==> src/hdl/supervisor_params.svh <==
`ifndef SUPERVISOR_PARAMS_SVH
`define SUPERVISOR_PARAMS_SVH

// ********************************************************************
// Clock and timing
// ********************************************************************
`define CLK_HZ            64'd10000000
`define T_POR_MS          64'd250
`define T_LOW_MS          64'd200
`define T_WD_SEL0_MS      64'd1400
`define T_WD_SEL1_MS      64'd600
`define T_WD_SEL2_MS      64'd200
`define MS_TO_CYC(ms)     ((`CLK_HZ * (ms)) / 64'd1000)

// ********************************************************************
// Watchdog period selection field
// ********************************************************************
`define WD_SEL_HI_BIT     1
`define WD_SEL_LO_BIT     0
`define WD_SEL_1400       2'h0
`define WD_SEL_600        2'h1
`define WD_SEL_200        2'h2
`define WD_SEL_OFF        2'h3
`define WD_SEL_RESET      2'h3

`endif

==> src/hdl/supervisor_pkg.sv <==
package supervisor_pkg;

    typedef enum logic [1:0] {
        ST_POR = 2'b00,
        ST_LOW = 2'b01,
        ST_RUN = 2'b10,
        ST_WDR = 2'b11
    } sup_state_t;

    typedef logic [1:0] wd_sel_t;

endpackage : supervisor_pkg

==> src/hdl/bus_watch_if.sv <==
`timescale 1ns/100ps
`default_nettype none

interface bus_watch_if;
    logic start_det;
    logic stop_det;
    logic wd_kick;
    logic xfer_active;
    logic abort;

    modport det (output start_det, output stop_det, output wd_kick,
                 output xfer_active, input abort);
    modport ctl (input start_det, input stop_det, input wd_kick,
                 input xfer_active, output abort);
endinterface : bus_watch_if

`default_nettype wire

==> src/hdl/bus_cond_detect.sv <==
`timescale 1ns/100ps
`default_nettype none

module bus_cond_detect (
    // Clock and reset
    input  wire logic   clk,
    input  wire logic   arst_n,
    // Bus pins
    input  wire logic   scl,
    input  wire logic   sda,
    // Conditions
    bus_watch_if.det    bw
);
    logic [1:0] scl_sync_q;
    logic [1:0] sda_sync_q;
    logic       sda_prev_q;
    logic       seen_start_q;
    logic       seen_low_q;
    logic       seen_high_q;
    logic       scl_prev_q;
    logic       xfer_q;

    // ****************************************************************
    // Synchronisers
    // ****************************************************************
    always_ff @(posedge clk or negedge arst_n) begin
        if (!arst_n) begin
            scl_sync_q <= 2'h3;
            sda_sync_q <= 2'h3;
        end else begin
            scl_sync_q <= {scl_sync_q[0], scl};
            sda_sync_q <= {sda_sync_q[0], sda};
        end
    end

    always_ff @(posedge clk or negedge arst_n) begin
        if (!arst_n) begin
            sda_prev_q <= 1'b1;
            scl_prev_q <= 1'b1;
        end else begin
            sda_prev_q <= sda_sync_q[1];
            scl_prev_q <= scl_sync_q[1];
        end
    end

    // Conditions are judged only on the second stage, never on raw pins.
    assign bw.start_det = scl_sync_q[1] & sda_prev_q & ~sda_sync_q[1];
    assign bw.stop_det  = scl_sync_q[1] & ~sda_prev_q & sda_sync_q[1];

    // ****************************************************************
    // Minimal restart sequence tracking
    // ****************************************************************
    always_ff @(posedge clk or negedge arst_n) begin
        if (!arst_n) begin
            seen_start_q <= 1'b0;
            seen_low_q   <= 1'b0;
            seen_high_q  <= 1'b0;
        end else if (bw.start_det) begin
            seen_start_q <= 1'b1;
            seen_low_q   <= 1'b0;
            seen_high_q  <= 1'b0;
        end else if (bw.stop_det) begin
            seen_start_q <= 1'b0;
            seen_low_q   <= 1'b0;
            seen_high_q  <= 1'b0;
        end else begin
            if (seen_start_q && !scl_sync_q[1]) begin
                seen_low_q <= 1'b1;
            end
            if (seen_low_q && scl_sync_q[1] && !scl_prev_q) begin
                seen_high_q <= 1'b1;
            end
        end
    end

    assign bw.wd_kick = bw.stop_det & seen_high_q;

    always_ff @(posedge clk or negedge arst_n) begin
        if (!arst_n) begin
            xfer_q <= 1'b0;
        end else if (bw.abort || bw.stop_det) begin
            xfer_q <= 1'b0;
        end else if (bw.start_det) begin
            xfer_q <= 1'b1;
        end
    end

    assign bw.xfer_active = xfer_q;
endmodule : bus_cond_detect

`default_nettype wire

==> src/hdl/supervisor_reset_watchdog.sv <==
// Contract
// - Reset asserts whenever the supply comparator reports low supply.
// - After low supply, reset holds until the supply stays good for 200 ms without a break.
// - At power-up, reset holds for 250 ms after the supply is stable.
// - The active-high variant drives the same reset inverted, still open-drain.
// - With the watchdog enabled, reset asserts if SDA shows no valid activity for the period.
// - Any standard bus read or write sequence restarts the watchdog count.
// - Start, SCL low, SCL high and stop form the minimal accepted restart.
// - Two period bits choose the timeout and cannot change while write inhibit is high.
// - While write inhibit is high, every nonvolatile write is refused.
// - Low-supply reset aborts any bus transfer in progress.
// - During low supply, no new bus transfer or nonvolatile write may start.
// - A nonvolatile write already running at low supply is left to complete.
// - Period codes 00, 01, 10 give 1.4 s, 600 ms, 200 ms; 11 disables the watchdog.
`include "supervisor_params.svh"
`timescale 1ns/100ps
`default_nettype none

module supervisor_reset_watchdog #(
    parameter bit          ACTIVE_HIGH             = 1'b0,
    parameter int unsigned CNT_W                   = 24,
    parameter int unsigned POWER_ON_DELAY_CYC      = 32'(`MS_TO_CYC(`T_POR_MS)),
    parameter int unsigned RESET_RELEASE_DELAY_CYC = 32'(`MS_TO_CYC(`T_LOW_MS)),
    parameter int unsigned WD_1400_CYC             = 32'(`MS_TO_CYC(`T_WD_SEL0_MS)),
    parameter int unsigned WD_600_CYC              = 32'(`MS_TO_CYC(`T_WD_SEL1_MS)),
    parameter int unsigned WD_200_CYC              = 32'(`MS_TO_CYC(`T_WD_SEL2_MS))
) (
    // Clock and reset
    input  wire logic   clk,
    input  wire logic   arst_n,
    // Supply comparator and pins
    input  wire logic   vcc_low,
    input  wire logic   scl,
    input  wire logic   sda,
    input  wire logic   write_inhibit,
    // Watchdog period bits from the control register path
    input  wire logic   period_wr,
    input  wire logic   watchdog_period_sel_hi_in,
    input  wire logic   watchdog_period_sel_lo_in,
    output logic        watchdog_period_sel_hi,
    output logic        watchdog_period_sel_lo,
    // Nonvolatile write gating
    input  wire logic   nv_write_req,
    input  wire logic   nv_write_busy,
    output logic        nv_write_grant,
    // Bus transfer control
    output logic        bus_enable,
    output logic        bus_abort,
    // Reset pin, open drain
    output logic        rst_o,
    output logic        rst_oe
);
    import supervisor_pkg::*;

    bus_watch_if bw ();

    bus_cond_detect u_detect (
        .clk    (clk),
        .arst_n (arst_n),
        .scl    (scl),
        .sda    (sda),
        .bw     (bw)
    );

    logic [1:0]       low_sync_q;
    logic [1:0]       wp_sync_q;
    logic             low_s;
    logic             low_prev_q;
    logic             wp_s;
    wd_sel_t          wd_sel_q;
    sup_state_t       state_q;
    logic [CNT_W-1:0] hold_cnt_q;
    logic [CNT_W-1:0] hold_lim;
    logic [CNT_W-1:0] wd_cnt_q;
    logic [CNT_W-1:0] wd_lim;
    logic             wd_en;
    logic             wd_fire;
    logic             bus_enable_q;
    logic             bus_abort_q;

    // ****************************************************************
    // Pin synchronisers
    // ****************************************************************
    always_ff @(posedge clk or negedge arst_n) begin
        if (!arst_n) begin
            low_sync_q <= 2'h3;
            wp_sync_q  <= 2'h3;
        end else begin
            low_sync_q <= {low_sync_q[0], vcc_low};
            wp_sync_q  <= {wp_sync_q[0], write_inhibit};
        end
    end

    assign low_s = low_sync_q[1];
    assign wp_s  = wp_sync_q[1];

    always_ff @(posedge clk or negedge arst_n) begin
        if (!arst_n) begin
            low_prev_q <= 1'b1;
        end else begin
            low_prev_q <= low_s;
        end
    end

    // ****************************************************************
    // Watchdog period bits
    // ****************************************************************
    // The stored copy stands in for the nonvolatile cell; it powers up disabled.
    always_ff @(posedge clk or negedge arst_n) begin
        if (!arst_n) begin
            wd_sel_q <= `WD_SEL_RESET;
        end else if (period_wr && !wp_s && !low_s) begin
            wd_sel_q <= {watchdog_period_sel_hi_in, watchdog_period_sel_lo_in};
        end
    end

    assign watchdog_period_sel_hi = wd_sel_q[`WD_SEL_HI_BIT];
    assign watchdog_period_sel_lo = wd_sel_q[`WD_SEL_LO_BIT];

    always_comb begin
        wd_en = 1'b1;
        case (wd_sel_q)
            `WD_SEL_1400: wd_lim = CNT_W'(WD_1400_CYC - 1);
            `WD_SEL_600:  wd_lim = CNT_W'(WD_600_CYC - 1);
            `WD_SEL_200:  wd_lim = CNT_W'(WD_200_CYC - 1);
            default: begin
                wd_lim = '0;
                wd_en  = 1'b0;
            end
        endcase
    end

    // ****************************************************************
    // Watchdog counter
    // ****************************************************************
    // A stuck SDA can never form a stop, so expiry covers it as well.
    assign wd_fire = (state_q == ST_RUN) && wd_en && !bw.wd_kick && (wd_cnt_q == wd_lim);

    always_ff @(posedge clk or negedge arst_n) begin
        if (!arst_n) begin
            wd_cnt_q <= '0;
        end else if (state_q != ST_RUN || !wd_en || bw.wd_kick || wd_fire) begin
            wd_cnt_q <= '0;
        end else begin
            wd_cnt_q <= wd_cnt_q + 1'b1;
        end
    end

    // ****************************************************************
    // Reset sequencer
    // ****************************************************************
    assign hold_lim = (state_q == ST_POR) ? CNT_W'(POWER_ON_DELAY_CYC - 1)
                                          : CNT_W'(RESET_RELEASE_DELAY_CYC - 1);

    always_ff @(posedge clk or negedge arst_n) begin
        if (!arst_n) begin
            state_q    <= ST_POR;
            hold_cnt_q <= '0;
        end else begin
            case (state_q)
                ST_RUN: begin
                    hold_cnt_q <= '0;
                    if (low_s) begin
                        state_q <= ST_LOW;
                    end else if (wd_fire) begin
                        state_q <= ST_WDR;
                    end
                end
                ST_POR, ST_LOW, ST_WDR: begin
                    if (low_s) begin
                        hold_cnt_q <= '0;
                        if (state_q == ST_WDR) begin
                            state_q <= ST_LOW;
                        end
                    end else if (hold_cnt_q == hold_lim) begin
                        hold_cnt_q <= '0;
                        state_q    <= ST_RUN;
                    end else begin
                        hold_cnt_q <= hold_cnt_q + 1'b1;
                    end
                end
                default: begin
                    state_q    <= ST_POR;
                    hold_cnt_q <= '0;
                end
            endcase
        end
    end

    // Open drain: the pin is only ever pulled low, the pull-up does the rest.
    assign rst_o  = 1'b0;
    assign rst_oe = (state_q != ST_RUN) ^ ACTIVE_HIGH;

    // ****************************************************************
    // Bus and write gating
    // ****************************************************************
    always_ff @(posedge clk or negedge arst_n) begin
        if (!arst_n) begin
            bus_enable_q <= 1'b0;
            bus_abort_q  <= 1'b0;
        end else begin
            bus_enable_q <= !low_s;
            bus_abort_q  <= low_s && !low_prev_q && bw.xfer_active;
        end
    end

    assign bw.abort   = bus_abort_q;
    assign bus_enable = bus_enable_q;
    assign bus_abort  = bus_abort_q;

    // Only the start of a write is gated; nv_write_busy is never cut short.
    assign nv_write_grant = nv_write_req && !nv_write_busy && !wp_s && !low_s;
endmodule : supervisor_reset_watchdog

`default_nettype wire

==> config.mk <==
export PLATFORM = sky130hd
export DESIGN_NAME = supervisor_reset_watchdog
export DESIGN_NICKNAME = d
export VERILOG_FILES = /design/src/hdl/supervisor_pkg.sv /design/src/hdl/bus_watch_if.sv /design/src/hdl/bus_cond_detect.sv /design/src/hdl/supervisor_reset_watchdog.sv
export VERILOG_INCLUDE_DIRS = /design/src /design/src/hdl
export SDC_FILE = /design/constraint.sdc
export NUM_CORES = 1
export LEC_CHECK = 0
export BUFFER_PORTS_ARGS = -buffer_cell sky130_fd_sc_hd__buf_4
export CORE_UTILIZATION = 40
export CTS_BUF_LIST = sky130_fd_sc_hd__clkbuf_2
export CTS_CLUSTER_SIZE = 30
export DETAILED_ROUTE_END_ITERATION = 10
export HOLD_SLACK_MARGIN = 0.15
export SYNTH_ARGS = -nofsm -noshare
export SYNTH_HDL_FRONTEND = slang
export SYNTH_SLANG_ARGS = --single-unit
==> constraint.sdc <==
create_clock -name clk -period 4.82 [get_ports clk]
set_input_delay 0.241 -clock clk [delete_from_list [all_inputs] [get_ports clk]]
set_output_delay 0.241 -clock clk [all_outputs]
set_load 0.03 [all_outputs]
==> impl_metrics.env, run 1 <==
export IMPL_status="finished clean"
export IMPL_grt_pass1_vias=2224
export IMPL_critPathMaxFanout=24
export IMPL_hold_start="period_wr"
export IMPL_synth_area_per_cell_um2=10.09
export IMPL_synth_top_area_share_pct=42.22
export IMPL_pre_cts_slack_ps=2061
export IMPL_ys_seq_elements=69
export IMPL_core_area_mm2=0.007888
export IMPL_power_density_mw_per_mm2=273.4
export IMPL_fin_nets=369
export IMPL_p_leak_nw=1.451
export IMPL_die_area_mm2=0.008667
export IMPL_grt_first_pass_wirelength_um=10610
export IMPL_cp_end_kind="register"
export IMPL_switching_share_pct=29.18
export IMPL_rsz0062_at_grt="false"
export IMPL_finalHoldViolCount=0
export IMPL_remaining_drc_errors=0
export IMPL_fin_crit_sh_pct=56.35
export IMPL_drv_slew=0
export IMPL_utilization_pct=46.61
export IMPL_cp_slowest_stage_delay_ps=770
export IMPL_crit_arrival_ps=3110
export IMPL_io_buffers=16
export IMPL_ys_top_cells_by_area="dfrtp_1 42%, dfstp_2 10%, xnor2_1 7.9%, nor2_1 7.4%, xor2_1 4.2%"
export IMPL_ios=18
export IMPL_drv_cap=0
export IMPL_synthFlopType="dfrtp_1"
export IMPL_final_cell_mix="65 x nor2_1, 56 x dfrtp_1, 30 x xnor2_1"
export IMPL_post_cts_setup_buffer_count=0
export IMPL_p_comb_share_pct=8.1
export IMPL_p_switching_mw=0.2932
export IMPL_dpl_instance_area_mm2=0.003483
export IMPL_clock_skew_ps=26.98
export IMPL_drive_gt1_share_pct=13.41
export IMPL_area_delta_synth_final_pct=10.74
export IMPL_path_clk_slew_ps=230
export IMPL_worst_slew_pin_slew_ps=922.7
export IMPL_ir_drop_uv=194.1
export IMPL_cts_sinks=69
export IMPL_rrSetupSlack_ps=2100
export IMPL_syn_area_mm2=0.003319
export IMPL_cts_root_buffer="clkbuf_2"
export IMPL_drt_iter0_markers=120
export IMPL_insertedDiodeCount=0
export IMPL_finalSetupViolCount=0
export IMPL_synth_edff_count=0
export IMPL_max_freq_ghz=0.3682
export IMPL_reg2reg_from="wd_sel_q[0]"
export IMPL_fp_row_count=32
export IMPL_num_vias=2307
export IMPL_antenna_found_initial=0
export IMPL_gr_usage_all_layers_pct=15.74
export IMPL_wl_per_cell_um=13.02
export IMPL_total_power_mw=1.005
export IMPL_die_w_um=93.10
export IMPL_r2r_end="wd_cnt_q[13]"
export IMPL_cp_num_buf_inv=0
export IMPL_min_to="wd_sel_q[0]"
export IMPL_path_cells="ha_1 > nor4b_1 > nand2_1 > a2111oi_2 > nand2b_1 > nor2_1"
export IMPL_crit_family="simple AND/OR/NAND/NOR gates"
export IMPL_synth_distinct_cells=43
export IMPL_cts_path_max_buffers=2
export IMPL_clk_latency_ps=520
export IMPL_synth_area_leader_cell="dfrtp_1"
export IMPL_fin_crit_ps=2716
export IMPL_first_pass_iters=4
export IMPL_gp_congestion=0.8028
export IMPL_ys_seq_area_share_pct=52.51
export IMPL_yosysWarnings=0
export IMPL_hold_depth=3
export IMPL_grt_max_degree=70
export IMPL_instances_no_fill=460
export IMPL_final_cell_area_mm2=0.003676
export IMPL_numPlacedInstances=435
export IMPL_postRouteAntennaNets=0
export IMPL_start_util_pct=42.08
export IMPL_maxSlewHeadroom_pct=38.49
export IMPL_start_kind="register"
export IMPL_finalSetupTns_ps=0
export IMPL_htreeDepth=3
export IMPL_gr_total_overflow=0
export IMPL_p_int_mw=0.7118
export IMPL_fp_dieH_um=93.10
export IMPL_synth_nets=345
export IMPL_routed_wl_um=5990
export IMPL_seqPwrFrac_pct=61.2
export IMPL_r2r_cells=6
export IMPL_cts_tree="yes"
export IMPL_cp_slowest_cell="nand2b_1"
export IMPL_viasPerCell=5.015
export IMPL_numCtsBuffers=9
export IMPL_async_flop_share_pct=100.0
export IMPL_worst_ep_required_time_ps=5220
export IMPL_post_dp_hpwl_um=3927
export IMPL_whs_ps=204.7
export IMPL_hold_path_class="input port to register"
export IMPL_netlist_instances=329
export IMPL_setup_slack_ps=2104
export IMPL_clkPwrFrac_pct=30.7
export IMPL_layout_commonest_cell="nor2_1"
export IMPL_path_class="register to register"
==> Yosys cell counts, types with 7 or more instances <==
cell type   n
and4_1      7
nor4_1     11
xnor2_1    30
nor3_1     12
nand2_1    21
inv_1      13
xor2_1     16
nand4_1    10
dfrtp_1    56
nand3_1    16
dfstp_2    13
nor2_1     65
==> layout make-up <==
class | instances | area (µm²)
flip-flops and latches | 69 | 1743
multi-input cells | 235 | 1444
inverters | 13 | 48.80
repair buffers | 25 | 210.2
fillers | 745 | 4212
clock buffers | 9 | 45.04
well taps | 102 | 127.6
clock inverters | 7 | 57.56
==> power by group through the flow <==
stage	Combinational, mW	Clock [mW]	Sequential (mW)
final	0.0817	0.308	0.615
after global routing	0.0952	0.349	0.618
after CTS	0.0836	0.323	0.615
after detailed placement	0.0781	0	0.625
after global placement	0.0764	0	0.625
after floorplan	0.0403	0	0.630
==> worst min-delay path: cells and delay by family <==
family	cells	cell delay (ps)
simple gates	1	180
compound gates	1	180
buf+inv	1	100
==> sequential cells by signal, indices dropped and copies added, names as in the netlist, 2 cells and up <==
register             flops
u_detect.scl_sync_q      2
hold_cnt_q              24
low_sync_q               2
state_q                  2
u_detect.sda_sync_q      2
wd_cnt_q                24
wd_sel_q                 2
wp_sync_q                2
==> worst max path at each step <==
stage	startpoint	end	slack (ps)	cells past startpoint
after CTS	wd_sel_q[0]	wd_cnt_q[13]	2010	6
after global routing	wd_sel_q[0]	wd_cnt_q[13]	1750	6
after global placement	wd_sel_q[0]	wd_cnt_q[2]	2200	6
after floorplan	wd_sel_q[0]	wd_cnt_q[0]	2730	9
after detailed placement	wd_sel_q[0]	wd_cnt_q[13]	2060	6
final	wd_sel_q[0]	wd_cnt_q[13]	2100	6
==> cell families (layout without fill, tap and decap cells) <==
group           after synthesis  after routing  share of synthesized area (%)
flops                        69             69                          52.51
xor+xnor                     46             46                          12.14
mux                           1              1                         0.3016
buf+inv                      25             54                          3.995
simple gates                167            167                          25.82
other cells                   1              1                         0.1130
fa+ha+maj                     5              5                          1.885
compound gates               15             15                          3.242
==> metal layers <==
| layer | part of all wire, % | routed length [µm] | global-route usage [%] | vias to the layer above |
|---|---|---|---|---|
| li1 | - | - | - | 1172 |
| met1 | 51 | 3032 | 21.32 | 1084 |
| met2 | 44 | 2625 | 23.77 | 42 |
| met3 | 4.0 | 239 | 4.228 | 9 |
| met4 | 1.5 | 92 | 6.538 | 0 |
| met5 | 0 | 0 | 0 | - |
==> what timing repair did <==
item	CTS	global route
setup endpoints to repair	0	0
resized for setup	0	0
hold buffers	9	0
hold endpoints to repair	62	0
Note: power is estimated with default switching activity, not from simulation.
==> run 2, diff against run 1 <==
- ABC_AREA: not set -> 1
- clock period: 4.82 -> 2.5 ns (I/O delays scaled with it)
==> run 2 against run 1 <==
  * Hold slack got worse by 34 ps
  * Non-clock buffer count rose by 3
  * Register-to-register slack got worse by 1800 ps
  * Clock-buffer cell count did not move
  * First-iteration DRC count fell by 16%
  * Total power rose by 140%
  * Via count rose by 28%
  * Clock skew rose by 1.3 ps
  * Combinational power rose to 5.8 times the previous value
  * Wire length rose by 29%
  * Sequential power rose by 100%
  * Largest power group unchanged
  * Highest routed layer unchanged
==> impl_metrics.env, run 2 <==
export IMPL_antenna_found_initial=0
export IMPL_drive_gt1_share_pct=17.26
export IMPL_synth_common_cells="97 x nand2_1, 78 x nor2_1, 61 x inv_1"
export IMPL_synthFlopType="dfrtp_1"
export IMPL_whs_ps=171.0
export IMPL_fp_row_count=34
export IMPL_area_delta_synth_final_pct=12.66
export IMPL_die_w_um=98.52
export IMPL_crit_start="low_sync_q[1]"
export IMPL_synth_most_common_cell="nand2_1"
export IMPL_cts_resized=0
export IMPL_reg2reg_from="low_sync_q[1]"
export IMPL_cts_root_buffer="clkbuf_2"
export IMPL_final_cell_mix="97 x nand2_1, 78 x nor2_1, 61 x inv_1"
export IMPL_ios=18
export IMPL_die_area_mm2=0.009705
export IMPL_rrSetupSlack_ps=350
export IMPL_ys_top_cells_by_area="dfrtp_1 38%, nand2_1 9.8%, dfstp_2 9.2%, nor2_1 7.9%, inv_1 6.1%"
export IMPL_insertedDiodeCount=0
export IMPL_synth_edff_count=0
export IMPL_post_dp_hpwl_um=5583
export IMPL_ys_seq_elements=69
export IMPL_power_density_mw_per_mm2=569.6
export IMPL_rsz0062_at_grt="false"
export IMPL_fin_nets=515
export IMPL_ir_drop_uv=435.7
export IMPL_largestRegisters="hold_cnt_q x24, wd_cnt_q x24"
export IMPL_synth_distinct_cells=39
export IMPL_core_area_mm2=0.008848
export IMPL_drv_cap=0
export IMPL_cts_tree="yes"
export IMPL_synth_area_leader_cell="dfrtp_1"
export IMPL_p_leak_nw=1.851
export IMPL_first_pass_iters=6
export IMPL_cp_end_kind="register"
export IMPL_gr_usage_all_layers_pct=17.54
export IMPL_maxSlewHeadroom_pct=42.97
export IMPL_crit_arrival_ps=2650
export IMPL_synth_top_area_share_pct=37.61
export IMPL_layout_commonest_cell="nand2_1"
export IMPL_yosysWarnings=0
export IMPL_worst_slew_pin_slew_ps=855.4
export IMPL_total_power_mw=2.391
export IMPL_r2r_cells=6
export IMPL_async_flop_share_pct=100.0
export IMPL_finalHoldViolCount=0
export IMPL_num_vias=2945
export IMPL_clock_skew_ps=28.29
export IMPL_synth_nets=480
export IMPL_r2r_end="wd_sel_q[1]"
export IMPL_grt_pass1_vias=2851
export IMPL_fp_dieH_um=98.52
export IMPL_gp_congestion=0.9026
export IMPL_numCtsBuffers=9
export IMPL_drt_iter0_markers=101
export IMPL_fillers=896
export IMPL_drv_slew=0
export IMPL_critPathMaxFanout=6
export IMPL_start_util_pct=42.11
export IMPL_post_cts_setup_buffer_count=0
export IMPL_routed_wl_um=7751
export IMPL_cts_sinks=69
export IMPL_hold_path_class="input port to asynchronous set/reset pin"
export IMPL_grt_max_degree=70
export IMPL_grt_first_pass_wirelength_um=13410
export IMPL_gr_total_overflow=0
export IMPL_worst_ep_required_time_ps=3000
export IMPL_io_buffers=16
export IMPL_ys_seq_area_share_pct=46.78
export IMPL_finalSetupViolCount=0
export IMPL_start_kind="register"
export IMPL_remaining_drc_errors=0
export IMPL_fin_crit_sh_pct=86.06
export IMPL_syn_area_mm2=0.003726
export IMPL_htreeDepth=3
export IMPL_viasPerCell=4.812
export IMPL_finalSetupTns_ps=0
export IMPL_synth_area_per_cell_um2=8.030
export IMPL_path_clk_slew_ps=240
export IMPL_max_freq_ghz=0.4648
export IMPL_clk_latency_ps=550
export IMPL_status="finished clean"
export IMPL_wl_per_cell_um=12.67
export IMPL_fin_crit_ps=2151
export IMPL_endpoint="wd_sel_q[1]"
export IMPL_postRouteAntennaNets=0
export IMPL_path_class="register to register"
export IMPL_cts_path_max_buffers=2
export IMPL_netlist_instances=464
run 2: changes by cell type after synthesis, moves of 7 or more:
cell / before / now
nor2_1: 65 / 78
nor2_4: 0 / 7
inv_1: 13 / 61
a21oi_1: 2 / 18
xnor2_1: 30 / 4
nand2_2: 0 / 9
nand2_1: 21 / 97
o21ai_0: 4 / 11
and4_1: 7 / 0
nor4_1: 11 / 4
run 2: area by class of cell:
| class | count | area [µm²] | area share (%) |
|---|---|---|---|
| clock buffers | 9 | 45.04 | 1.073 |
| clock inverters | 7 | 75.07 | 1.788 |
| inverters | 63 | 236.5 | 5.633 |
| multi-input cells | 328 | 1713 | 40.80 |
| flip-flops and latches | 69 | 1743 | 41.52 |
| well taps | 108 | 135.1 | 3.219 |
| repair buffers | 28 | 250.2 | 5.961 |
run 2: logic make-up after synthesis:
| family | count (synthesis) | synth area share (%) |
|---|---|---|
| compound gates | 43 | 6.817 |
| xor+xnor | 14 | 3.291 |
| other cells | 1 | 0.1006 |
| fa+ha+maj | 5 | 1.679 |
| simple gates | 265 | 34.08 |
| buf+inv | 67 | 7.253 |
| flops | 69 | 46.78 |
run 2: how the worst min path moves through the flow:
stage | depth (start not counted) | slack [ps] | to
floorplan | 0 | -170 | bus_abort
global placement | 1 | 230 | low_sync_q[0]
detailed placement | 1 | 230 | u_detect.sda_sync_q[0]
CTS | 2 | 160 | low_sync_q[0]
global route | 2 | 160 | wp_sync_q[0]
finish | 2 | 170 | wd_cnt_q[16]
run 2: per-stage QoR:
stage	std cells	setup slack (ps)	utilization (%)	area (µm²)
after floorplan	464	510.2	-	3726
after global placement	585	482.3	44.84	3968
after detailed placement	585	424.2	44.84	3968
after CTS	612	335.1	47.44	4198
after global routing	612	104.8	47.44	4198
final	612	348.6	47.44	4198
run 2: routing by layer:
metal | track usage, % | share of wire (%) | vias up
li1 | - | - | 1543
met1 | 22.86 | 50 | 1359
met2 | 28.49 | 46 | 34
met3 | 4.184 | 2.7 | 9
met4 | 6.544 | 1.3 | 0
met5 | 0 | 0 | -
run 2: power breakdown:
group	switching, mW	internal [mW]	total (mW)
Combinational	0.309	0.166	0.475
Sequential	0.0550	1.19	1.25
Clock	0.500	0.168	0.669
Total	0.864	1.53	2.39
run 2: worst max-delay path, stage by stage, from the launching register on:
cell and delay, ps:
dfstp_2 640, nor2_1 80, nand2_1 110, nor2_1 50, dlygate4sd3_1 550, a21oi_1 130, dlygate4sd3_1 570
run 2: repair_timing:
| action | CTS | global route |
|---|---|---|
| hold buffers | 11 | 0 |
| setup endpoints to repair | 0 | 0 |
| endpoints found under the hold margin | 75 | 0 |
